[src/ssfl_pkg.sv]
// Shared constants, register map and types of the supply sequencer fault logic.
package ssfl_pkg;

    localparam int CLK_MHZ = 200;
    // Precision comparator sampling period, and the cycles it spans.
    localparam int SAMPLE_TIME_NS = 20000;
    localparam int SAMPLE_CYCLES = SAMPLE_TIME_NS * CLK_MHZ / 1000;
    // Cycles the fault line is left released before its level is trusted.
    localparam logic [2:0] LINE_SETTLE_CYCLES = 3'h5;

    localparam int ADDR_W = 4;
    localparam logic [3:0] OFFS_CTRL = 4'h0;
    localparam logic [3:0] OFFS_DELAY = 4'h4;
    localparam logic [3:0] OFFS_STATUS = 4'h8;
    localparam logic [3:0] OFFS_CAUSE = 4'hc;

    localparam int CTRL_PGT_USE_BIT = 0;
    localparam int CTRL_SIMUL_OFF_BIT = 1;
    localparam logic [15:0] DELAY_RESET = 16'h0010;

    localparam int CAUSE_SEQ_BIT = 0;
    localparam int CAUSE_FAST_BIT = 1;
    localparam int CAUSE_DROP_BIT = 2;
    localparam int CAUSE_RISE_BIT = 3;
    localparam int CAUSE_PGT_BIT = 4;
    localparam int CAUSE_EXT_BIT = 5;

    localparam logic [1:0] RESP_OKAY = 2'h0;
    localparam logic [1:0] RESP_SLVERR = 2'h2;

    typedef enum logic [4:0] {
        SEQ_IDLE = 5'h01,
        SEQ_PWR_ON = 5'h02,
        SEQ_ON_DONE = 5'h04,
        SEQ_PWR_OFF = 5'h08,
        SEQ_FAULT = 5'h10
    } ssfl_seq_t;

    // Raw comparator levels arriving from the analog front end.
    typedef struct packed {
        logic fault_line;
        logic pgt_over;
        logic seq_cmd;
        logic [3:0] fast_low;
        logic [3:0] supply_sense;
    } ssfl_cmp_t;

    localparam int CMP_W = $bits(ssfl_cmp_t);
    // A released fault line idles high, so its synchroniser must not wake up showing a pull.
    localparam logic [CMP_W-1:0] CMP_RESET = 11'h400;

    typedef struct packed {
        ssfl_seq_t seq;
        logic [1:0] idx;
        logic wait_sense;
        logic [15:0] dly;
        logic [3:0] en;
        logic [3:0] conf;
        logic done;
        logic fault;
        logic ext;
        logic pull;
        logic [2:0] settle;
        logic tmr_oe;
        logic tmr_o;
        logic pgt_run;
        logic pgt_use;
        logic simul_off;
        logic [15:0] delay;
        logic [5:0] cause;
        logic aw_held;
        logic [ADDR_W-1:0] aw_addr;
        logic w_held;
        logic [31:0] w_data;
        logic [3:0] w_strb;
        logic awready;
        logic wready;
        logic bvalid;
        logic [1:0] bresp;
        logic arready;
        logic rvalid;
        logic [31:0] rdata;
        logic [1:0] rresp;
    } ssfl_state_t;

endpackage

[src/ssfl_sync.sv]
// Two-flop synchroniser for a bundle of asynchronous levels.
`timescale 1ns/1ps
module ssfl_sync #(
    parameter int WIDTH = 1,
    // Level shown during reset, chosen to match the idle level of each pin.
    parameter logic [WIDTH-1:0] RESET_VAL = '0
) (
    input wire logic aclk,
    input wire logic aresetn,
    input wire logic [WIDTH-1:0] async_in,
    output logic [WIDTH-1:0] sync_out
);

    logic [WIDTH-1:0] meta_q;
    logic [WIDTH-1:0] sync_q;

    always_ff @(posedge aclk)
    begin
        if (!aresetn)
        begin
            meta_q <= RESET_VAL;
            sync_q <= RESET_VAL;
        end
        else
        begin
            meta_q <= async_in;
            sync_q <= meta_q;
        end
    end

    assign sync_out = sync_q;

endmodule

[src/ssfl_sampler.sv]
// Periodic sampler that turns precision comparator levels into decisions.
`timescale 1ns/1ps
module ssfl_sampler #(
    parameter int WIDTH = 1
) (
    input wire logic aclk,
    input wire logic aresetn,
    input wire logic [WIDTH-1:0] level_in,
    output logic [WIDTH-1:0] sample_out
);

    logic [11:0] cnt_q;
    logic [WIDTH-1:0] smp_q;

    // Decisions only move once per period, trading latency for accuracy.
    always_ff @(posedge aclk)
    begin
        if (!aresetn)
        begin
            cnt_q <= '0;
            smp_q <= '0;
        end
        else if (cnt_q == 12'(ssfl_pkg::SAMPLE_CYCLES - 1))
        begin
            cnt_q <= '0;
            smp_q <= level_in;
        end
        else
        begin
            cnt_q <= cnt_q + 12'h001;
        end
    end

    assign sample_out = smp_q;

endmodule

[src/ssfl_top.sv]
// Supply sequencer fault detection, latching, reporting and clearing logic.
// Contract
// - Clear fault only with all senses low.
// - Clear fault only with command low.
// - External fault holds while line pulled.
// - External origin drives timer pin low.
// - Internal origin drives timer pin high.
// - Origin indication frozen until command low.
// - Track supplies on; monitor after done.
// - Sense low when on: fault, all off.
// - Precision decision sampled every twenty microseconds.
// - Fast low detector faults within one microsecond.
// - Command drop during power-on is fault.
// - Command rise during power-off is fault.
// - Power-good timeout during power-on is fault.
// - Line pulled externally: external fault, enables off.
// - Keep pulling line until clear conditions.
// - Internal fault pulls line immediately.
// - Power-good timer runs from enable to sense.
//
// Register access over AXI4-Lite and the register offsets were left to the implementer.
`timescale 1ns/1ps
module ssfl_top (
    input wire logic aclk,
    input wire logic aresetn,
    input wire logic [ssfl_pkg::ADDR_W-1:0] s_axi_awaddr,
    input wire logic s_axi_awvalid,
    output logic s_axi_awready,
    input wire logic [31:0] s_axi_wdata,
    input wire logic [3:0] s_axi_wstrb,
    input wire logic s_axi_wvalid,
    output logic s_axi_wready,
    output logic [1:0] s_axi_bresp,
    output logic s_axi_bvalid,
    input wire logic s_axi_bready,
    input wire logic [ssfl_pkg::ADDR_W-1:0] s_axi_araddr,
    input wire logic s_axi_arvalid,
    output logic s_axi_arready,
    output logic [31:0] s_axi_rdata,
    output logic [1:0] s_axi_rresp,
    output logic s_axi_rvalid,
    input wire logic s_axi_rready,
    input wire ssfl_pkg::ssfl_cmp_t cmp_in,
    output logic [3:0] supply_enable,
    output logic seq_done,
    output logic fault_line_o,
    output logic fault_line_oe,
    output logic delay_timer_pin_o,
    output logic delay_timer_pin_oe,
    output logic power_good_timer_run
);

    ssfl_pkg::ssfl_state_t q;
    ssfl_pkg::ssfl_state_t d;
    ssfl_pkg::ssfl_cmp_t cmp_s;
    logic [4:0] smp;
    logic [3:0] s_sense;
    logic s_cmd;
    logic ev_seq;
    logic ev_fast;
    logic ev_drop;
    logic ev_rise;
    logic ev_pgt;
    logic ev_int;
    logic ev_ext;
    logic clr_ok;
    logic [5:0] cause_set;
    logic [5:0] cause_clr;
    logic [31:0] rd_val;
    logic rd_hit;
    logic wr_hit;

    ssfl_sync #(
        .WIDTH(ssfl_pkg::CMP_W),
        .RESET_VAL(ssfl_pkg::CMP_RESET)
    ) u_sync (
        .aclk(aclk),
        .aresetn(aresetn),
        .async_in(cmp_in),
        .sync_out(cmp_s)
    );

    ssfl_sampler #(
        .WIDTH(5)
    ) u_sampler (
        .aclk(aclk),
        .aresetn(aresetn),
        .level_in({cmp_s.seq_cmd, cmp_s.supply_sense}),
        .sample_out(smp)
    );

    assign s_sense = smp[3:0];
    assign s_cmd = smp[4];

    always_comb
    begin
        // Sampled sense low on a confirmed supply.
        ev_seq = |(q.conf & ~s_sense);
        // Fast low path bypasses the sampler.
        ev_fast = |(q.conf & cmp_s.fast_low);
        ev_drop = (q.seq == ssfl_pkg::SEQ_PWR_ON) && !s_cmd;
        ev_rise = (q.seq == ssfl_pkg::SEQ_PWR_OFF) && s_cmd;
        ev_pgt = (q.seq == ssfl_pkg::SEQ_PWR_ON) && q.pgt_use && cmp_s.pgt_over;
        ev_int = ev_seq || ev_fast || ev_drop || ev_rise || ev_pgt;
        // Our own pull reads back low, so external sensing waits for the release.
        ev_ext = !cmp_s.fault_line && !q.pull && (q.seq != ssfl_pkg::SEQ_FAULT);
        clr_ok = (s_sense == 4'h0) && !s_cmd;
    end

    always_comb
    begin
        cause_set = 6'h00;
        if (q.seq != ssfl_pkg::SEQ_FAULT)
        begin
            cause_set[ssfl_pkg::CAUSE_SEQ_BIT] = ev_seq;
            cause_set[ssfl_pkg::CAUSE_FAST_BIT] = ev_fast;
            cause_set[ssfl_pkg::CAUSE_DROP_BIT] = ev_drop;
            cause_set[ssfl_pkg::CAUSE_RISE_BIT] = ev_rise;
            cause_set[ssfl_pkg::CAUSE_PGT_BIT] = ev_pgt;
            cause_set[ssfl_pkg::CAUSE_EXT_BIT] = ev_ext && !ev_int;
        end
    end

    always_comb
    begin
        rd_hit = 1'b1;
        unique case (q.aw_addr)
            ssfl_pkg::OFFS_CTRL, ssfl_pkg::OFFS_DELAY, ssfl_pkg::OFFS_CAUSE: wr_hit = 1'b1;
            default: wr_hit = 1'b0;
        endcase
        unique case (s_axi_araddr)
            ssfl_pkg::OFFS_CTRL: rd_val = {30'h0000_0000, q.simul_off, q.pgt_use};
            ssfl_pkg::OFFS_DELAY: rd_val = {16'h0000, q.delay};
            ssfl_pkg::OFFS_STATUS: rd_val = {10'h000, q.seq, s_cmd, s_sense, q.pull, q.ext,
                                             q.fault, q.done, q.conf, q.en};
            ssfl_pkg::OFFS_CAUSE: rd_val = {26'h000_0000, q.cause};
            default:
            begin
                rd_val = 32'h0000_0000;
                rd_hit = 1'b0;
            end
        endcase
    end

    always_comb
    begin
        d = q;
        cause_clr = 6'h00;

        // Register bus: address and data are taken in either order.
        if (s_axi_awvalid && q.awready)
        begin
            d.aw_held = 1'b1;
            d.aw_addr = s_axi_awaddr;
        end
        if (s_axi_wvalid && q.wready)
        begin
            d.w_held = 1'b1;
            d.w_data = s_axi_wdata;
            d.w_strb = s_axi_wstrb;
        end
        if (q.bvalid && s_axi_bready)
        begin
            d.bvalid = 1'b0;
        end
        if (q.aw_held && q.w_held && !q.bvalid)
        begin
            d.aw_held = 1'b0;
            d.w_held = 1'b0;
            d.bvalid = 1'b1;
            d.bresp = wr_hit ? ssfl_pkg::RESP_OKAY : ssfl_pkg::RESP_SLVERR;
            if (q.aw_addr == ssfl_pkg::OFFS_CTRL && q.w_strb[0])
            begin
                d.pgt_use = q.w_data[ssfl_pkg::CTRL_PGT_USE_BIT];
                d.simul_off = q.w_data[ssfl_pkg::CTRL_SIMUL_OFF_BIT];
            end
            if (q.aw_addr == ssfl_pkg::OFFS_DELAY)
            begin
                if (q.w_strb[0])
                begin
                    d.delay[7:0] = q.w_data[7:0];
                end
                if (q.w_strb[1])
                begin
                    d.delay[15:8] = q.w_data[15:8];
                end
            end
            if (q.aw_addr == ssfl_pkg::OFFS_CAUSE && q.w_strb[0])
            begin
                cause_clr = q.w_data[5:0];
            end
        end
        if (q.rvalid && s_axi_rready)
        begin
            d.rvalid = 1'b0;
        end
        if (s_axi_arvalid && q.arready)
        begin
            d.rvalid = 1'b1;
            d.rdata = rd_val;
            d.rresp = rd_hit ? ssfl_pkg::RESP_OKAY : ssfl_pkg::RESP_SLVERR;
        end
        // A cause raised in the cycle of its clear survives.
        d.cause = (q.cause & ~cause_clr) | cause_set;

        unique case (q.seq)
            ssfl_pkg::SEQ_IDLE:
            begin
                if (s_cmd && s_sense == 4'h0)
                begin
                    d.seq = ssfl_pkg::SEQ_PWR_ON;
                    d.idx = 2'h0;
                    d.wait_sense = 1'b0;
                    d.dly = q.delay;
                    d.done = 1'b0;
                end
            end
            ssfl_pkg::SEQ_PWR_ON:
            begin
                if (!q.wait_sense)
                begin
                    if (q.dly != 16'h0000)
                    begin
                        d.dly = q.dly - 16'h0001;
                    end
                    else
                    begin
                        d.en[q.idx] = 1'b1;
                        d.wait_sense = 1'b1;
                        d.pgt_run = 1'b1;
                    end
                end
                else if (s_sense[q.idx])
                begin
                    d.conf[q.idx] = 1'b1;
                    d.pgt_run = 1'b0;
                    d.wait_sense = 1'b0;
                    d.dly = q.delay;
                    if (q.idx == 2'h3)
                    begin
                        d.seq = ssfl_pkg::SEQ_ON_DONE;
                        d.done = 1'b1;
                    end
                    else
                    begin
                        d.idx = q.idx + 2'h1;
                    end
                end
            end
            ssfl_pkg::SEQ_ON_DONE:
            begin
                if (!s_cmd)
                begin
                    d.seq = ssfl_pkg::SEQ_PWR_OFF;
                    d.idx = 2'h3;
                    d.wait_sense = 1'b0;
                    d.dly = q.delay;
                    d.done = 1'b0;
                end
            end
            ssfl_pkg::SEQ_PWR_OFF:
            begin
                if (q.simul_off)
                begin
                    if (!q.wait_sense)
                    begin
                        d.en = 4'h0;
                        d.conf = 4'h0;
                        d.wait_sense = 1'b1;
                    end
                    else if (s_sense == 4'h0)
                    begin
                        d.seq = ssfl_pkg::SEQ_IDLE;
                        d.done = 1'b1;
                    end
                end
                else if (!q.wait_sense)
                begin
                    if (q.dly != 16'h0000)
                    begin
                        d.dly = q.dly - 16'h0001;
                    end
                    else
                    begin
                        d.en[q.idx] = 1'b0;
                        d.conf[q.idx] = 1'b0;
                        d.wait_sense = 1'b1;
                    end
                end
                else if (!s_sense[q.idx])
                begin
                    d.wait_sense = 1'b0;
                    d.dly = q.delay;
                    if (q.idx == 2'h0)
                    begin
                        d.seq = ssfl_pkg::SEQ_IDLE;
                        d.done = 1'b1;
                    end
                    else
                    begin
                        d.idx = q.idx - 2'h1;
                    end
                end
            end
            ssfl_pkg::SEQ_FAULT:
            begin
                // Origin is not touched again while latched.
                if (q.pull)
                begin
                    // Pull held until senses and command low.
                    if (clr_ok)
                    begin
                        d.pull = 1'b0;
                        d.settle = 3'h0;
                    end
                end
                else if (!clr_ok)
                begin
                    d.pull = 1'b1;
                end
                else if (q.settle != ssfl_pkg::LINE_SETTLE_CYCLES)
                begin
                    d.settle = q.settle + 3'h1;
                end
                // External fault waits for a released line.
                else if (!q.ext || cmp_s.fault_line)
                begin
                    d.seq = ssfl_pkg::SEQ_IDLE;
                    d.fault = 1'b0;
                    d.ext = 1'b0;
                    d.tmr_oe = 1'b0;
                end
            end
            default:
            begin
                d.seq = ssfl_pkg::SEQ_FAULT;
            end
        endcase

        if ((ev_int || ev_ext) && q.seq != ssfl_pkg::SEQ_FAULT)
        begin
            d.seq = ssfl_pkg::SEQ_FAULT;
            d.en = 4'h0;
            d.conf = 4'h0;
            d.fault = 1'b1;
            d.done = 1'b0;
            d.pgt_run = 1'b0;
            d.wait_sense = 1'b0;
            d.settle = 3'h0;
            d.pull = 1'b1;
            d.ext = !ev_int;
            d.tmr_oe = 1'b1;
            // Low for external, high for internal.
            d.tmr_o = ev_int;
        end

        d.awready = !d.aw_held;
        d.wready = !d.w_held;
        d.arready = !d.rvalid;
    end

    always_ff @(posedge aclk)
    begin
        if (!aresetn)
        begin
            q <= '0;
            q.seq <= ssfl_pkg::SEQ_IDLE;
            q.delay <= ssfl_pkg::DELAY_RESET;
            q.awready <= 1'b1;
            q.wready <= 1'b1;
            q.arready <= 1'b1;
        end
        else
        begin
            q <= d;
        end
    end

    assign s_axi_awready = q.awready;
    assign s_axi_wready = q.wready;
    assign s_axi_bresp = q.bresp;
    assign s_axi_bvalid = q.bvalid;
    assign s_axi_arready = q.arready;
    assign s_axi_rdata = q.rdata;
    assign s_axi_rresp = q.rresp;
    assign s_axi_rvalid = q.rvalid;
    assign supply_enable = q.en;
    assign seq_done = q.done;
    // The line is open drain: only ever driven low.
    assign fault_line_o = 1'b0;
    assign fault_line_oe = q.pull;
    assign delay_timer_pin_o = q.tmr_o;
    assign delay_timer_pin_oe = q.tmr_oe;
    assign power_good_timer_run = q.pgt_run;

endmodule

[config.mk]
export PLATFORM = sky130hd
export DESIGN_NAME = ssfl_top
export DESIGN_NICKNAME = d
export VERILOG_FILES = /design/src/ssfl_pkg.sv /design/src/ssfl_sync.sv /design/src/ssfl_sampler.sv /design/src/ssfl_top.sv
export SDC_FILE = /design/constraint.sdc
export NUM_CORES = 1
export LEC_CHECK = 0
export ABC_AREA = 1
export ABC_CLOCK_PERIOD_IN_PS = 4900
export BUFFER_PORTS_ARGS = -buffer_cell sky130_fd_sc_hd__buf_4
export CAP_MARGIN = 20
export CORE_MARGIN = 1.5
export CORE_UTILIZATION = 35
export CTS_CLUSTER_SIZE = 8
export DETAILED_ROUTE_END_ITERATION = 10
export PLACE_DENSITY_LB_ADDON = 0.15
export SLEW_MARGIN = 20
export SYNTH_ARGS = -nofsm -noshare
export SYNTH_HDL_FRONTEND = slang
export SYNTH_SLANG_ARGS = --single-unit
[constraint.sdc]
create_clock -name aclk -period 4.9 [get_ports aclk]
set_input_delay 0.735 -clock aclk [delete_from_list [all_inputs] [get_ports aclk]]
set_output_delay 0.735 -clock aclk [all_outputs]
set_load 0.01 [all_outputs]
==> impl_metrics.env <==
export IMPL_power_mw=4.04
export IMPL_r2r_start="q[125]$_SDFFE_PN0P_"
export IMPL_setup_ws_ns=2.59
export IMPL_synthXorXnorAreaFrac_pct=0.577
export IMPL_yosysSeqAreaShare_pct=41.4
export IMPL_antenna_found_initial=2
export IMPL_postSynthAreaPerCell_um2=6.88
export IMPL_period_share_pct=47.1
export IMPL_drc=0
export IMPL_globalplace_congestion=0.870
export IMPL_startpoint_type="input port"
export IMPL_cts_resized=0
export IMPL_grt_max_degree=76
export IMPL_async_reset_ff_share_pct=0
export IMPL_worstHoldStart="u_sync.meta_q[9]$_SDFF_PN0_"
export IMPL_core_mm2=0.0212
export IMPL_worstHoldPathCells=2
export IMPL_drt_first_pass_iters=5
export IMPL_status="finished clean"
export IMPL_crit_type="input port to flop"
export IMPL_dp_hpwl_um=14500
export IMPL_final_util_pct=41.3
export IMPL_drv_slew=0
export IMPL_synth_edf_count=0
export IMPL_pre_cts_ws_ns=2.09
export IMPL_dp_cells=1397
export IMPL_syn_inst=1104
export IMPL_yosysTopAreaCellShare_pct=41.4
export IMPL_hold_ws_ns=0.418
export IMPL_yosysTopAreaCell="dfxtp_1"
export IMPL_fp_dieH_um=150
export IMPL_pin_count=113
export IMPL_period_minus_slack_ns=2.31
export IMPL_std_cell_rows=53
export IMPL_overflow=0
export IMPL_vias_per_cell=4.67
export IMPL_start_util_pct=35.9
export IMPL_final_cells=1431
export IMPL_portBuffers=81
export IMPL_vias=6678
export IMPL_synth_compound_area_share_pct=14.2
export IMPL_finClkSkew_ns=0.00936
export IMPL_r2r_slack_ns=2.70
export IMPL_fillers=2281
export IMPL_grt_pass1_vias=6129
export IMPL_synthAdderAreaFrac_pct=1.32
export IMPL_tns_ns=0
export IMPL_crit_path_end_kind="flop"
export IMPL_reg2reg_depth=11
export IMPL_synth_top_family_by_area="simple AND/OR/NAND/NOR gates"
export IMPL_ys_dominant_reg_cell="dfxtp_1"
export IMPL_fmax_mhz=434
export IMPL_setup_violations=0
export IMPL_drtIter0Drc=546
export IMPL_drv_cap=0
export IMPL_cts_sinks=157
export IMPL_ir_worst_vdd_uv=207
export IMPL_postCtsSetupRepairBufs=0
export IMPL_holdPathEnd="u_sync.sync_out[9]$_SDFF_PN0_"
export IMPL_path_max_fanout=12
export IMPL_cp_arrival_ns=2.68
export IMPL_hold_path_class="flop to flop"
export IMPL_cp_required_ns=5.27
export IMPL_ys_warnings_count=0
export IMPL_syn2layout_area_growth_pct=14.9
export IMPL_routed_wl_um=19900
export IMPL_dieArea_mm2=0.0226
export IMPL_die_x_um=150
export IMPL_wl_per_cell_um=13.9
export IMPL_htreeDepth=4
export IMPL_hold_violations=0
export IMPL_ys_ff_latch=157
export IMPL_cts_tree="built"
export IMPL_clkTransAtPathRegs_ns=0.07
export IMPL_clock_latency_ns=0.43
export IMPL_rsz0062_at_grt="false"
export IMPL_final_nets=1211
export IMPL_muxShareOfSynthArea_pct=0
export IMPL_maxSlewHeadroom_pct=42.0
export IMPL_drive_gt1_share_pct=14.0
export IMPL_drtAntennaViolNets=0
export IMPL_ys_types=43
export IMPL_cts_made_buffers=17
export IMPL_powerDensity_mw_per_mm2=463
export IMPL_worst_pin_slew_ns=0.869
export IMPL_cts_root_buffer="clkbuf_16"
export IMPL_mostFrequentLayoutCells="253 x nand2_1, 157 x dfxtp_1, 151 x nor2_1, 119 x inv_1, 89 x o21ai_0"
export IMPL_synthesis_area_mm2=0.00760
export IMPL_layout_commonest_cell="nand2_1"
export IMPL_synth_area_top_cells="dfxtp_1 41%, nand2_1 13%, nor2_1 7.5%"
export IMPL_r2r_end="q[117]$_SDFFE_PP0P_"
export IMPL_grt_pass1_wl_um=32100
export IMPL_hold_buffers=0
export IMPL_clockBufferDepth=2
export IMPL_design_area_mm2=0.00873
export IMPL_p_leak_nw=3.90
export IMPL_place_area_mm2=0.00812
export IMPL_yosys_area_share_simple_pct=29.6
export IMPL_grt_usage_pct=18.4
[cell usage after synthesis (4+ instances only)]
library cell  number
a21oi_1           79
buf_2              5
buf_4             43
buf_6              4
clkbuf_1          23
dfxtp_1          157
ha_1               8
inv_1            119
inv_2             10
nand2_1          253
nand2_2            8
nand3_1           46
nand3_2            7
nand4_1           16
nor2_1           151
nor2_2             7
nor3_1            11
o211ai_1           7
o21ai_0           89
o21ai_1           20
or2_2              5
[worst max-delay path by stage]
stage / startpoint / end / slack, ns
floorplan: s_axi_araddr[1] / s_axi_rdata[5]$_SDFFE_PN0P_ / 3.10
global placement: s_axi_araddr[1] / s_axi_rdata[0]$_SDFFE_PN0P_ / 2.15
detailed placement: s_axi_araddr[1] / s_axi_rdata[0]$_SDFFE_PN0P_ / 2.09
CTS: s_axi_araddr[1] / s_axi_rdata[0]$_SDFFE_PN0P_ / 2.53
global route: s_axi_araddr[1] / s_axi_rdata[0]$_SDFFE_PN0P_ / 2.36
finish: s_axi_araddr[1] / s_axi_rdata[0]$_SDFFE_PN0P_ / 2.59
[logic make-up after synthesis]
| group | after synthesis |
|---|---|
| simple gates | 519 |
| compound gates | 207 |
| buf+inv | 207 |
| flops | 157 |
| fa+ha+maj | 8 |
| xor+xnor | 5 |
| other cells | 1 |
[where the power goes]
group / internal [mW] / switching [mW] / total [mW]
clock network: 0.788 / 0.582 / 1.37
registers: 1.39 / 0.109 / 1.50
logic: 0.391 / 0.777 / 1.17
total: 2.57 / 1.47 / 4.04
[layer usage]
layer  global-route usage, %  wire length (µm)  up-vias
met5                       0                 0        -
met1                    26.5             10400     2938
met2                    27.2              8130      178
met3                    4.06              1120       20
met4                    5.69               300        0
li1                        -                 -     3542
[critical path: stages]
cell	delay (ns)
buf_4	0.11
nor2_1	0.44
nand3_1	0.44
inv_1	0.45
nand2_1	0.11
nand4_1	0.15
nand2_1	0.08
a21oi_1	0.15
[state kept, by name, indices dropped and copies added, names as in the netlist, 4 cells and up]
name,flops
q,81
s_axi_rdata,22
supply_enable,4
u_sampler.cnt_q,12
u_sampler.sample_out,5
u_sync.meta_q,11
u_sync.sync_out,11
[layout make-up]
class                      instances  area (µm²)  area share, %
timing repair buffer              83         623           7.14
inverter                         130         489           5.60
multi-input combinational        752        3520           40.3
tap                              275         344           3.94
antenna                            2        5.00         0.0573
sequential                       157        3140           36.0
clock buffer                      19         453           5.19
clock inverter                    13         151           1.73
Note: power is estimated with default switching activity, not from simulation.
